==> config.mk <==
export PLATFORM = sky130hd
export DESIGN_NAME = ebtc_timer
export DESIGN_NICKNAME = d
export VERILOG_FILES = /design/src/ebtc_pkg.sv /design/src/ebtc_timer.sv /design/src/ebtc_prescaler.sv
export VERILOG_INCLUDE_DIRS = /design/src
export SDC_FILE = /design/constraint.sdc
export NUM_CORES = 1
export LEC_CHECK = 0
export ABC_AREA = 1
export BUFFER_PORTS_ARGS = -buffer_cell sky130_fd_sc_hd__buf_2
export CAP_MARGIN = 20
export CORE_ASPECT_RATIO = 1.1
export CORE_MARGIN = 2
export CORE_UTILIZATION = 49
export DETAILED_ROUTE_END_ITERATION = 8
export PLACE_DENSITY_LB_ADDON = 0.25
export SYNTH_ARGS = -nofsm -noshare
export SYNTH_HDL_FRONTEND = slang
export SYNTH_HIERARCHICAL = 1
export SYNTH_SLANG_ARGS = --single-unit
==> constraint.sdc <==
create_clock -name i_clk -period 2.74 [get_ports i_clk]
set_input_delay 0.411 -clock i_clk [delete_from_list [all_inputs] [get_ports i_clk]]
set_output_delay 0.411 -clock i_clk [all_outputs]
set_load 0.01 [all_outputs]
==> src/ebtc_consts.svh <==
`ifndef EBTC_CONSTS_SVH
`define EBTC_CONSTS_SVH

// Register byte offsets on the bus
`define EBTC_OFF_COUNT 8'h00
`define EBTC_OFF_CTRL 8'h04
`define EBTC_OFF_STAT 8'h08
`define EBTC_OFF_MASK 8'h0C

// Control register fields
`define EBTC_CTRL_SRC 5
`define EBTC_CTRL_EDGE 4
`define EBTC_CTRL_BYP 3
`define EBTC_CTRL_RATE_HI 2
`define EBTC_CTRL_RATE_LO 0
`define EBTC_CTRL_RST 6'h3F

// Status and mask field
`define EBTC_STAT_OVF 0

// Widths and counts
`define EBTC_CNT_W 8
`define EBTC_PRESC_W 8
`define EBTC_INSN_DIV 4
`define EBTC_INHIBIT 2'h2
`define EBTC_COUNT_MAX 8'hFF
`define EBTC_COUNT_RST 8'h00

`endif

==> src/ebtc_pkg.sv <==
package ebtc_pkg;
  typedef enum logic {
    EBTC_SRC_INSN = 1'b0,
    EBTC_SRC_PIN = 1'b1
  } ebtc_src_t;
  typedef logic [2:0] ebtc_rate_t;
endpackage

==> src/ebtc_timer.sv <==
`timescale 1ns/1ps
`include "ebtc_consts.svh"

// Notes on behaviour
// - The count is one 8-bit register that software reads and writes.
// - The counter owns a private 8-bit prescaler, shared with nothing else.
// - Timer mode without prescaler adds one each instruction cycle.
// - Source select cleared means timer mode on the instruction clock.
// - Counting is held off for two instruction cycles after a count write.
// - Counter mode adds one on one chosen edge of the count pin.
// - Edge select one counts falling edges, zero counts rising edges.
// - Source select set means counter mode on the count pin.
// - An overflow indication is offered as a gate source for another timer.
// - Wrap from all ones sets the overflow flag always; software clears it.
// - Bypass cleared engages prescaler; rate picks 1:2 to 1:256; bypass gives 1:1.
// - Any count write clears the prescaler; the prescaler is not software visible.
// - During sleep nothing counts and the count stays unchanged.
module ebtc_timer
  import ebtc_pkg::*;
#(
  parameter int INSN_DIV = `EBTC_INSN_DIV
) (
  input wire logic i_clk,
  input wire logic i_nrst,
  input wire logic i_hsel,
  input wire logic [31:0] i_haddr,
  input wire logic [1:0] i_htrans,
  input wire logic i_hwrite,
  input wire logic [2:0] i_hsize,
  input wire logic [31:0] i_hwdata,
  input wire logic i_hready,
  output logic o_hreadyout,
  output logic o_hresp,
  output logic [31:0] o_hrdata,
  input wire logic i_sleep,
  input wire logic i_count_pin,
  output logic o_overflow_gate,
  output logic o_irq
);
  localparam int DIV_W = (INSN_DIV > 1) ? $clog2(INSN_DIV) : 1;

  initial begin
    if (INSN_DIV < 1) begin
      $error("ebtc_timer: INSN_DIV must be at least 1");
    end
  end

  function automatic logic ebtc_hit(input logic [7:0] addr, input logic [7:0] off);
    ebtc_hit = (addr == off);
  endfunction

  // Bus state
  logic dph_wr;
  logic [7:0] dph_addr;
  logic addr_ok;
  logic rd_take;
  logic wr_take;
  logic cnt_wr;
  logic ctrl_wr;
  logic stat_wr;
  logic mask_wr;
  logic stat_rd;

  // Block state
  logic [`EBTC_CNT_W-1:0] count_register;
  logic [5:0] ctrl;
  logic overflow_flag;
  logic overflow_irq_enable;
  logic [DIV_W-1:0] insn_cnt;
  logic insn_en;
  logic [1:0] inhibit;
  logic pin_s1;
  logic pin_s2;
  logic pin_s3;
  logic pin_lvl;
  logic pin_ev;
  logic presc_src;
  logic presc_tick;
  logic tick_d1;
  logic tick_d2;
  logic inc;
  logic ovf_ev;

  ebtc_src_t clock_source_select;
  logic source_edge_select;
  logic prescaler_bypass;
  ebtc_rate_t prescale_rate;

  assign clock_source_select = ebtc_src_t'(ctrl[`EBTC_CTRL_SRC]);
  assign source_edge_select = ctrl[`EBTC_CTRL_EDGE];
  assign prescaler_bypass = ctrl[`EBTC_CTRL_BYP];
  assign prescale_rate = ctrl[`EBTC_CTRL_RATE_HI:`EBTC_CTRL_RATE_LO];

  // Address phase: only NONSEQ/SEQ with hready count
  assign addr_ok = i_hsel && i_htrans[1] && i_hready;
  assign rd_take = addr_ok && !i_hwrite;
  assign wr_take = addr_ok && i_hwrite;
  assign stat_rd = rd_take && ebtc_hit(i_haddr[7:0], `EBTC_OFF_STAT);
  assign cnt_wr = dph_wr && ebtc_hit(dph_addr, `EBTC_OFF_COUNT);
  assign ctrl_wr = dph_wr && ebtc_hit(dph_addr, `EBTC_OFF_CTRL);
  assign stat_wr = dph_wr && ebtc_hit(dph_addr, `EBTC_OFF_STAT);
  assign mask_wr = dph_wr && ebtc_hit(dph_addr, `EBTC_OFF_MASK);

  always_ff @(posedge i_clk) begin
    if (!i_nrst) begin
      dph_wr <= 1'b0;
      dph_addr <= 8'h00;
    end else begin
      dph_wr <= wr_take;
      dph_addr <= i_haddr[7:0];
    end
  end

  // Zero wait states, always OKAY
  always_ff @(posedge i_clk) begin
    if (!i_nrst) begin
      o_hreadyout <= 1'b0;
      o_hresp <= 1'b0;
    end else begin
      o_hreadyout <= 1'b1;
      o_hresp <= 1'b0;
    end
  end

  // Read data registered at the end of the address phase; unmapped reads zero
  always_ff @(posedge i_clk) begin
    if (!i_nrst) begin
      o_hrdata <= 32'h0000_0000;
    end else if (rd_take) begin
      o_hrdata <= 32'h0000_0000;
      if (ebtc_hit(i_haddr[7:0], `EBTC_OFF_COUNT)) begin
        o_hrdata <= {24'h00_0000, count_register};
      end else if (ebtc_hit(i_haddr[7:0], `EBTC_OFF_CTRL)) begin
        o_hrdata <= {26'h000_0000, ctrl};
      end else if (stat_rd) begin
        o_hrdata[`EBTC_STAT_OVF] <= overflow_flag;
      end else if (ebtc_hit(i_haddr[7:0], `EBTC_OFF_MASK)) begin
        o_hrdata[`EBTC_STAT_OVF] <= overflow_irq_enable;
      end
    end
  end

  always_ff @(posedge i_clk) begin
    if (!i_nrst) begin
      ctrl <= `EBTC_CTRL_RST;
    end else if (ctrl_wr) begin
      ctrl <= i_hwdata[5:0];
    end
  end

  always_ff @(posedge i_clk) begin
    if (!i_nrst) begin
      overflow_irq_enable <= 1'b0;
    end else if (mask_wr) begin
      overflow_irq_enable <= i_hwdata[`EBTC_STAT_OVF];
    end
  end

  // Instruction-cycle enable; the core clock runs INSN_DIV times faster
  always_ff @(posedge i_clk) begin
    if (!i_nrst) begin
      insn_cnt <= '0;
      insn_en <= 1'b0;
    end else if (insn_cnt == DIV_W'(INSN_DIV - 1)) begin
      insn_cnt <= '0;
      insn_en <= 1'b1;
    end else begin
      insn_cnt <= insn_cnt + 1'b1;
      insn_en <= 1'b0;
    end
  end

  // Pin resync: a change counts once the second and third stages agree
  always_ff @(posedge i_clk) begin
    if (!i_nrst) begin
      pin_s1 <= 1'b0;
      pin_s2 <= 1'b0;
      pin_s3 <= 1'b0;
    end else begin
      pin_s1 <= i_count_pin;
      pin_s2 <= pin_s1;
      pin_s3 <= pin_s2;
    end
  end

  always_ff @(posedge i_clk) begin
    if (!i_nrst) begin
      pin_lvl <= 1'b0;
      pin_ev <= 1'b0;
    end else begin
      pin_ev <= 1'b0;
      if ((pin_s2 == pin_s3) && (pin_s3 != pin_lvl)) begin
        pin_lvl <= pin_s3;
        pin_ev <= (pin_s3 != source_edge_select);
      end
    end
  end

  // Sleep freezes the prescaler too, so no partial period leaks through
  always_comb begin
    presc_src = 1'b0;
    if (!i_sleep) begin
      presc_src = (clock_source_select == EBTC_SRC_PIN) ? pin_ev : insn_en;
    end
  end

  ebtc_prescaler #(
    .WIDTH(`EBTC_PRESC_W)
  ) u_presc (
    .i_clk(i_clk),
    .i_nrst(i_nrst),
    .i_clear(cnt_wr),
    .i_src(presc_src),
    .i_bypass(prescaler_bypass),
    .i_rate(prescale_rate),
    .o_tick(presc_tick)
  );

  // Two-stage resync of the prescaled pin edge; costs two core cycles of latency
  always_ff @(posedge i_clk) begin
    if (!i_nrst) begin
      tick_d1 <= 1'b0;
      tick_d2 <= 1'b0;
    end else begin
      tick_d1 <= presc_tick && (clock_source_select == EBTC_SRC_PIN);
      tick_d2 <= tick_d1;
    end
  end

  // Hold-off after a count write, measured in instruction cycles
  always_ff @(posedge i_clk) begin
    if (!i_nrst) begin
      inhibit <= 2'h0;
    end else if (cnt_wr) begin
      inhibit <= `EBTC_INHIBIT;
    end else if (insn_en && (inhibit != 2'h0)) begin
      inhibit <= inhibit - 2'h1;
    end
  end

  always_comb begin
    inc = 1'b0;
    if (!i_sleep && (inhibit == 2'h0)) begin
      if (clock_source_select == EBTC_SRC_PIN) begin
        inc = tick_d2;
      end else begin
        inc = presc_tick;
      end
    end
  end

  // A count write in the same cycle drops the increment, so it must not flag a wrap either
  assign ovf_ev = inc && !cnt_wr && (count_register == `EBTC_COUNT_MAX);

  // A software write beats a same-cycle increment
  always_ff @(posedge i_clk) begin
    if (!i_nrst) begin
      count_register <= `EBTC_COUNT_RST;
    end else if (cnt_wr) begin
      count_register <= i_hwdata[`EBTC_CNT_W-1:0];
    end else if (inc) begin
      count_register <= count_register + 1'b1;
    end
  end

  // Set wins over clear; cleared by a status read or by writing one
  always_ff @(posedge i_clk) begin
    if (!i_nrst) begin
      overflow_flag <= 1'b0;
    end else if (ovf_ev) begin
      overflow_flag <= 1'b1;
    end else if (stat_rd || (stat_wr && i_hwdata[`EBTC_STAT_OVF])) begin
      overflow_flag <= 1'b0;
    end
  end

  always_ff @(posedge i_clk) begin
    if (!i_nrst) begin
      o_overflow_gate <= 1'b0;
      o_irq <= 1'b0;
    end else begin
      o_overflow_gate <= ovf_ev;
      o_irq <= overflow_flag && overflow_irq_enable;
    end
  end
endmodule

==> src/ebtc_prescaler.sv <==
`timescale 1ns/1ps
`include "ebtc_consts.svh"

module ebtc_prescaler
  import ebtc_pkg::*;
#(
  parameter int WIDTH = `EBTC_PRESC_W
) (
  input wire logic i_clk,
  input wire logic i_nrst,
  input wire logic i_clear,
  input wire logic i_src,
  input wire logic i_bypass,
  input wire ebtc_rate_t i_rate,
  output logic o_tick
);
  logic [WIDTH-1:0] cnt;
  logic [WIDTH-1:0] mask;

  initial begin
    if (WIDTH < 8) begin
      $error("ebtc_prescaler: WIDTH must be at least 8");
    end
  end

  // Rate n divides by 2^(n+1)
  always_comb begin
    mask = '0;
    mask = WIDTH'((16'h0002 << i_rate) - 16'h0001);
  end

  // Internal count is invisible to software; only a count write or reset clears it
  always_ff @(posedge i_clk) begin
    if (!i_nrst) begin
      cnt <= '0;
    end else if (i_clear) begin
      cnt <= '0;
    end else if (i_src && !i_bypass) begin
      cnt <= cnt + 1'b1;
    end
  end

  // One tick per full period; bypass passes every source event
  always_comb begin
    o_tick = i_bypass ? i_src : (i_src && ((cnt & mask) == mask));
  end
endmodule

==> results of run 1 <==
==> state kept, by name (all words and copies together), names as in the netlist <==
register / count
u_presc/cnt: 8
pin_s3: 1
o_hreadyout: 1
ctrl: 6
pin_ev: 1
tick_d2: 1
inhibit: 2
dph_wr: 1
overflow_irq_enable: 1
o_irq: 1
pin_s2: 1
o_overflow_gate: 1
insn_en: 1
pin_lvl: 1
count_register: 8
pin_s1: 1
tick_d1: 1
insn_cnt: 2
overflow_flag: 1
dph_addr: 8
o_hrdata: 8
==> critical path: cells and delay by family, from the launching register on <==
| kind | cells | cell delay, ns |
|---|---|---|
| AOI/OAI and AO/OA | 1 | 0.21 |
| and+or+nand+nor | 11 | 1.21 |
| DFF | 1 | 0.47 |
| buffers and inverters | 2 | 0.19 |
| adders and majority gates | 1 | 0.22 |
==> through the flow <==
| step | instance area (um^2) | utilization (%) | total power [mW] | std cells |
|---|---|---|---|---|
| floorplan | 3070 | - | 0.949 | 466 |
| global placement | 3120 | 53.8 | 0.957 | 545 |
| detailed placement | 3120 | 53.8 | 0.959 | 545 |
| CTS | 3210 | 55.4 | 1.41 | 553 |
| global route | 3210 | 55.4 | 1.46 | 553 |
| finish | 3210 | 55.4 | 1.40 | 553 |
==> worst min-delay path by stage <==
stage	to	start	cells after the start
after floorplan	pin_s2$_SDFF_PN0_	pin_s1$_SDFF_PN0_	2
after global placement	tick_d2$_SDFF_PN0_	tick_d1$_SDFF_PN0_	2
after detailed placement	tick_d2$_SDFF_PN0_	tick_d1$_SDFF_PN0_	2
after CTS	pin_s1$_SDFF_PN0_	i_count_pin	3
after global routing	dph_addr[7]$_SDFF_PN0_	i_haddr[7]	3
final	pin_s1$_SDFF_PN0_	i_count_pin	3
==> where the power goes <==
group	leakage, nW	internal (mW)	switching, mW	total [mW]
combinational	1.13	0.0322	0.0734	0.106
clock	0.0510	0.202	0.258	0.460
sequential	0.455	0.829	0.00736	0.836
total	1.64	1.06	0.338	1.40
==> cell families after synthesis <==
| group | count (synthesis) |
|---|---|
| other | 1 |
| AND/OR/NAND/NOR | 240 |
| AO/OA/AOI/OAI | 32 |
| XOR/XNOR | 2 |
| buffers and inverters | 106 |
| flip-flops | 56 |
| adder cells (fa/ha/maj) | 5 |
==> Yosys cell counts, drive strengths merged <==
| master | n | share of area [%] |
|---|---|---|
| o211ai | 1 | 0.25 |
| nor2 | 51 | 7.4 |
| nor3b | 2 | 0.67 |
| nand3b | 1 | 0.25 |
| inv | 72 | 9.1 |
| o21ai | 15 | 2.6 |
| nand4 | 5 | 1.0 |
| nand3 | 62 | 11 |
| a211oi | 1 | 0.25 |
| ha | 5 | 2.1 |
| clkbuf | 1 | 0.13 |
| xor2 | 2 | 0.59 |
| conb | 1 | 0.13 |
| buf | 33 | 7.6 |
| nor3 | 11 | 2.8 |
| nand2 | 106 | 14 |
| nor4 | 2 | 0.42 |
| dfxtp | 56 | 38 |
| a21oi | 15 | 2.5 |
==> per-layer routing <==
| metal | wire, um | track usage (%) | vias to the layer above |
|---|---|---|---|
| met5 | 0 | 0 | - |
| met4 | 89 | 4.94 | 0 |
| met3 | 261 | 3.37 | 10 |
| met2 | 3050 | 34.4 | 58 |
| met1 | 2850 | 25.9 | 1181 |
| li1 | - | - | 1400 |
==> area by class of cell <==
class                           instances  area [um^2]
Fill cell                             593         2590
Clock buffer                            6         82.6
Tap cell                               77         96.3
Timing Repair Buffer                   36          185
Clock inverter                          2         10.0
Inverter                               72          270
Multi-Input combinational cell        304         1450
Sequential cell                        56         1120
==> results.cfg, run 1 <==
[status]
status = complete, no violations

[timing]
worst_slack_ns = 0.387
slew_viol_final = 0
fin_tns_setup_ns = 0
fin_skew_ns = 0.00571
worst_pin_slew_ns = 0.552
fin_crit_sh_pct = 85.9
rsz0062_at_grt = no
fin_crit_ns = 2.35
hold_ws_ns = 0.287
hold_viol = 0
setup_violations = 0
clock.fmax_mhz = 425
relSlewSlack_pct = 63.1

[synth]
synthesis.area_um2 = 2980
muxShareOfSynthArea_pct = 0
synthXorXnorAreaFrac_pct = 0.588
syn_inst = 442
synth_compound_area_share_pct = 5.67
syn_area_per_cell_um2 = 6.74
ys_ff_latch = 56
yosysSeqAreaShare_pct = 37.6
synthAdderAreaFrac_pct = 2.10
synth_top_family_by_area = simple AND/OR/NAND/NOR gates
synth_cell_types = 32
synthSimpleGateAreaFrac_pct = 37.1
synth-warning-count = 6

[floorplan]
die-area_um2 = 6720
start_util_pct = 51.3
die_w_um = 78.3
rows = 29
io_pins = 112
die_height_um = 85.8
core_area_um2 = 5810

[worst_setup_path]
crit_start = ctrl[2]$_SDFFE_PN1P_
cp.arrival_ns = 2.60
worstSetupEndpoint = count_register[7]$_SDFFE_PN0P_
worstSetupPathType = flip-flop to flip-flop
cp_slowest_cell = dfxtp_1
reg2regPathDepth = 15
cp_common_cell = nor2_1
cpPeakStageDelay_ns = 0.47
reg2reg_from = ctrl[2]$_SDFFE_PN1P_
worstPathRequired_ns = 2.99
cp-start-kind = flip-flop
r2r-end = count_register[7]$_SDFFE_PN0P_
r2r_slack_ns = 0.39
worstPathMaxFanout = 7
critPathCaptureType = flip-flop
path_cells = inv_1 > nand2_1 > ha_1 > inv_1 > nor2_1 > nor2_1 > nor2_1 > nand2_1 > a21oi_1 > nor2_2 > nor3_4 > nand2_2 > nor2_1 > nor2_1 > nor2_1

[grt]
grt_pass1_vias = 2400
grt-ovfl-total = 0
grt_pass1_wl_um = 10800
grt_max_degree = 33
grt_usage_pct = 19.9
grt_antenna_before_repair = 0

[place]
pre_cts_slack_ns = 0.408
port_buffers = 34
routabilityCongestion = 0.917
hpwlAfterDp_um = 4740

[clock_network]
cts_hold_buf = 0
htree_levels = 2
clock_sinks = 56
cts_buffers = 5
cts_setup_buffers = 0
cts.clk_slew.worst_paths_ns = 0.10
root_buffer = clkbuf_8
cts_tree = yes
cts_buffer_depth = 2
clock_latency_ns = 0.31
cts_resized = 0

[drt]
wl_um = 6250
drt_iter0_drc = 144
routedWlPerCell_um = 11.3
via_per_inst = 4.79
dr.pass1.iters = 4
detail-route-antenna-nets = 0
remaining_drc_errors = 0
vias = 2649

[final_layout]
final_common_cell = nand2_1
final_cell_mix = 104 x nand2_1, 70 x inv_1, 60 x nand3_1
final_nets = 556
area_growth_pct = 7.90
drive_above_1_share_pct = 12.8
antenna_cells = 0

[pwr]
p_per_area_nw_per_um2 = 436
p_leak_nw = 1.64
ir_worst_vdd_mv = 0.230

[run]
cap_violations = 0

[min_path]
holdCritPathClass = primary input to flip-flop
Power figures use the tool's default switching activity.
==> run 2, diff against run 1 <==
--- a/config.mk
+++ b/config.mk
@@ -6,12 +6,12 @@
 export SDC_FILE = /design/constraint.sdc
 export NUM_CORES = 1
 export LEC_CHECK = 0
-export ABC_AREA = 1
+export ABC_AREA = 0
 export BUFFER_PORTS_ARGS = -buffer_cell sky130_fd_sc_hd__buf_2
 export CAP_MARGIN = 20
 export CORE_ASPECT_RATIO = 1.1
 export CORE_MARGIN = 2
-export CORE_UTILIZATION = 49
+export CORE_UTILIZATION = 47
 export DETAILED_ROUTE_END_ITERATION = 8
 export PLACE_DENSITY_LB_ADDON = 0.25
 export SYNTH_ARGS = -nofsm -noshare
==> results.cfg, run 2 <==
[status]
status = complete, no violations

[synth]
synth_area_leader_cell = dfxtp_1
synth.most_common_cell = dfxtp_1
synth-edff-count = 0
ys_ff_latch = 56
synth-warning-count = 6
muxShareOfSynthArea_pct = 7.25
yosysSeqAreaShare_pct = 42.7
synth_compound_area_share_pct = 9.25
synthesis.area_um2 = 2620
syn_area_per_cell_um2 = 9.40
synthArstFlopShare_pct = 0
synth_common_cells = 56 x dfxtp_1, 25 x buf_4, 25 x nor2_1
synthXorXnorAreaFrac_pct = 5.34
synth_top_cells_by_area = dfxtp_1 43%, buf_4 7.2%, mux2i_1 3.8%, and2_1 3.6%, nor2_1 3.6%
synthAdderAreaFrac_pct = 2.38
yosysTopAreaCellShare_pct = 42.7
syn_inst = 279
synthSimpleGateAreaFrac_pct = 23.4
synth_top_family_by_area = simple AND/OR/NAND/NOR gates
synth_ff_type = dfxtp_1
synth_cell_types = 48

[floorplan]
io_pins = 112
start_util_pct = 48.6
die_w_um = 75.2
die_height_um = 82.4
core_area_um2 = 5400
rows = 28
die-area_um2 = 6200

[grt]
grt-ovfl-total = 0
grt_antenna_before_repair = 0
grt_pass1_vias = 1737
grt_pass1_wl_um = 7710
grt_max_degree = 33
grt_usage_pct = 16.5

[timing]
worst_pin_slew_ns = 0.563
slew_viol_final = 0
worst_slack_ns = 0.0586
fin_skew_ns = 0.00420
hold_viol = 0
fin_tns_setup_ns = 0
fin_crit_ns = 2.68
relSlewSlack_pct = 62.4
fin_crit_sh_pct = 97.9
setup_violations = 0
clock.fmax_mhz = 373
rsz0062_at_grt = yes
hold_ws_ns = 0.308

[clock_network]
clock_sinks = 56
clock_latency_ns = 0.31
cts_hold_buf = 0
cts_tree = yes
cts_buffer_depth = 2
cts_buffers = 5
htree_levels = 2
cts.clk_slew.worst_paths_ns = 0.09
root_buffer = clkbuf_8

[pwr]
p_int_mw = 1.03
p_leak_nw = 1.24
seqPwrFrac_pct = 62.1
p_per_area_nw_per_um2 = 452
power_mw = 1.34
switching_share_pct = 23.2
comb_power_share_pct = 6.3
p_sw_mw = 0.311
clkPwrFrac_pct = 31.6
ir_worst_vdd_mv = 0.321

[worst_setup_path]
cpPeakStageDelay_ns = 0.39
critical_path.top_delay_family = simple AND/OR/NAND/NOR gates
worstPathMaxFanout = 5
worstPathRequired_ns = 2.94
cp_common_cell = or3_4
critPathBufInv = 0
critPathCaptureType = flip-flop
path_cells = or3_4 > ha_4 > or3_4 > a21oi_2 > o31a_1 > o41ai_2 > mux2_4 > and3_4 > a2111oi_4 > a211oi_2
cp_slowest_cell = or3_4
cp.arrival_ns = 2.88
worstSetupPathType = flip-flop to flip-flop
cp-start-kind = flip-flop

[drt]
wl_um = 4910
routedWlPerCell_um = 12.5
dr.pass1.iters = 4
vias = 1967
detail-route-antenna-nets = 0
drt_iter0_drc = 70
remaining_drc_errors = 0
via_per_inst = 5.01

[final_layout]
fin_util_pct = 55.1
final_common_cell = dfxtp_1
antenna_cells = 0
final_cell_mix = 54 x dfxtp_1, 34 x buf_2, 25 x conb_1
layout.cells.non_filler = 393
area_growth_pct = 13.3
fillers = 505
final_nets = 399
drive_above_1_share_pct = 23.0
final_area_um2 = 2970

[place]
port_buffers = 34
hpwlAfterDp_um = 3620
routabilityCongestion = 0.788
placedCellCount = 385
pre_cts_slack_ns = -0.0735
place_area_um2 = 2830

[run]
cap_violations = 0

[min_path]
holdCritPathClass = primary input to flip-flop
==> run 2: area by class of cell <==
class	instances	area (um^2)	share of cell area (%)
Clock buffer	5	68.8	2.31
Clock inverter	2	12.5	0.421
Inverter	6	22.5	0.758
Multi-Input combinational cell	206	1410	47.6
Sequential cell	56	1120	37.8
Tap cell	75	93.8	3.16
Timing Repair Buffer	43	238	8.00
==> run 2: timing repair <==
action                     CTS  global route
pin swaps                    1             7
buffers inserted             0             1
gates resized for setup      8             4
setup endpoints to repair    7             9
cloned                       0             0
==> run 2: worst reg2reg max path: cells and delay by family, from the launching register on <==
| family | cells | cell delay (ns) |
|---|---|---|
| AOI/OAI and AO/OA | 5 | 0.77 |
| DFF | 1 | 0.33 |
| muxes | 1 | 0.30 |
| adders and majority gates | 1 | 0.19 |
| and+or+nand+nor | 3 | 0.98 |
==> run 2: final timing paths <==
path                     startpoint                         end  slack [ns]  depth (start not counted)
max            ctrl[1]$_SDFFE_PN1P_  overflow_flag$_SDFFE_PN0P_        0.06                         10
min                     i_count_pin           pin_s1$_SDFF_PN0_        0.31                          2
max reg2reg    ctrl[1]$_SDFFE_PN1P_  overflow_flag$_SDFFE_PN0P_        0.06                         10
min reg2reg  insn_cnt[0]$_SDFF_PP0_      insn_cnt[0]$_SDFF_PP0_        0.44                          1
==> run 2: logic make-up (layout without fill, tap and decap cells) <==
logic type,count (synthesis),count (layout)
compound gates,37,37
xor+xnor,16,16
fa+ha+maj,5,5
buf+inv,41,56
flops,56,56
mux,17,17
other cells,1,25
simple gates,106,106
==> run 2: metal layers <==
metal / routed length [um] / vias up / global-route usage [%]
met1: 2260 / 905 / 21.0
met3: 213 / 13 / 3.88
met5: 0 / - / 0
li1: - / 998 / -
met4: 125 / 0 / 7.72
met2: 2310 / 51 / 26.4
==> run 2: power by group through the flow <==
stage                     Combinational, mW  Sequential [mW]  Clock (mW)
after floorplan                      0.0813            0.852           0
after global placement               0.0837            0.853           0
after detailed placement             0.0846            0.853           0
after CTS                            0.0853            0.834       0.441
after global routing                 0.0972            0.836       0.475
final                                0.0847            0.834       0.424
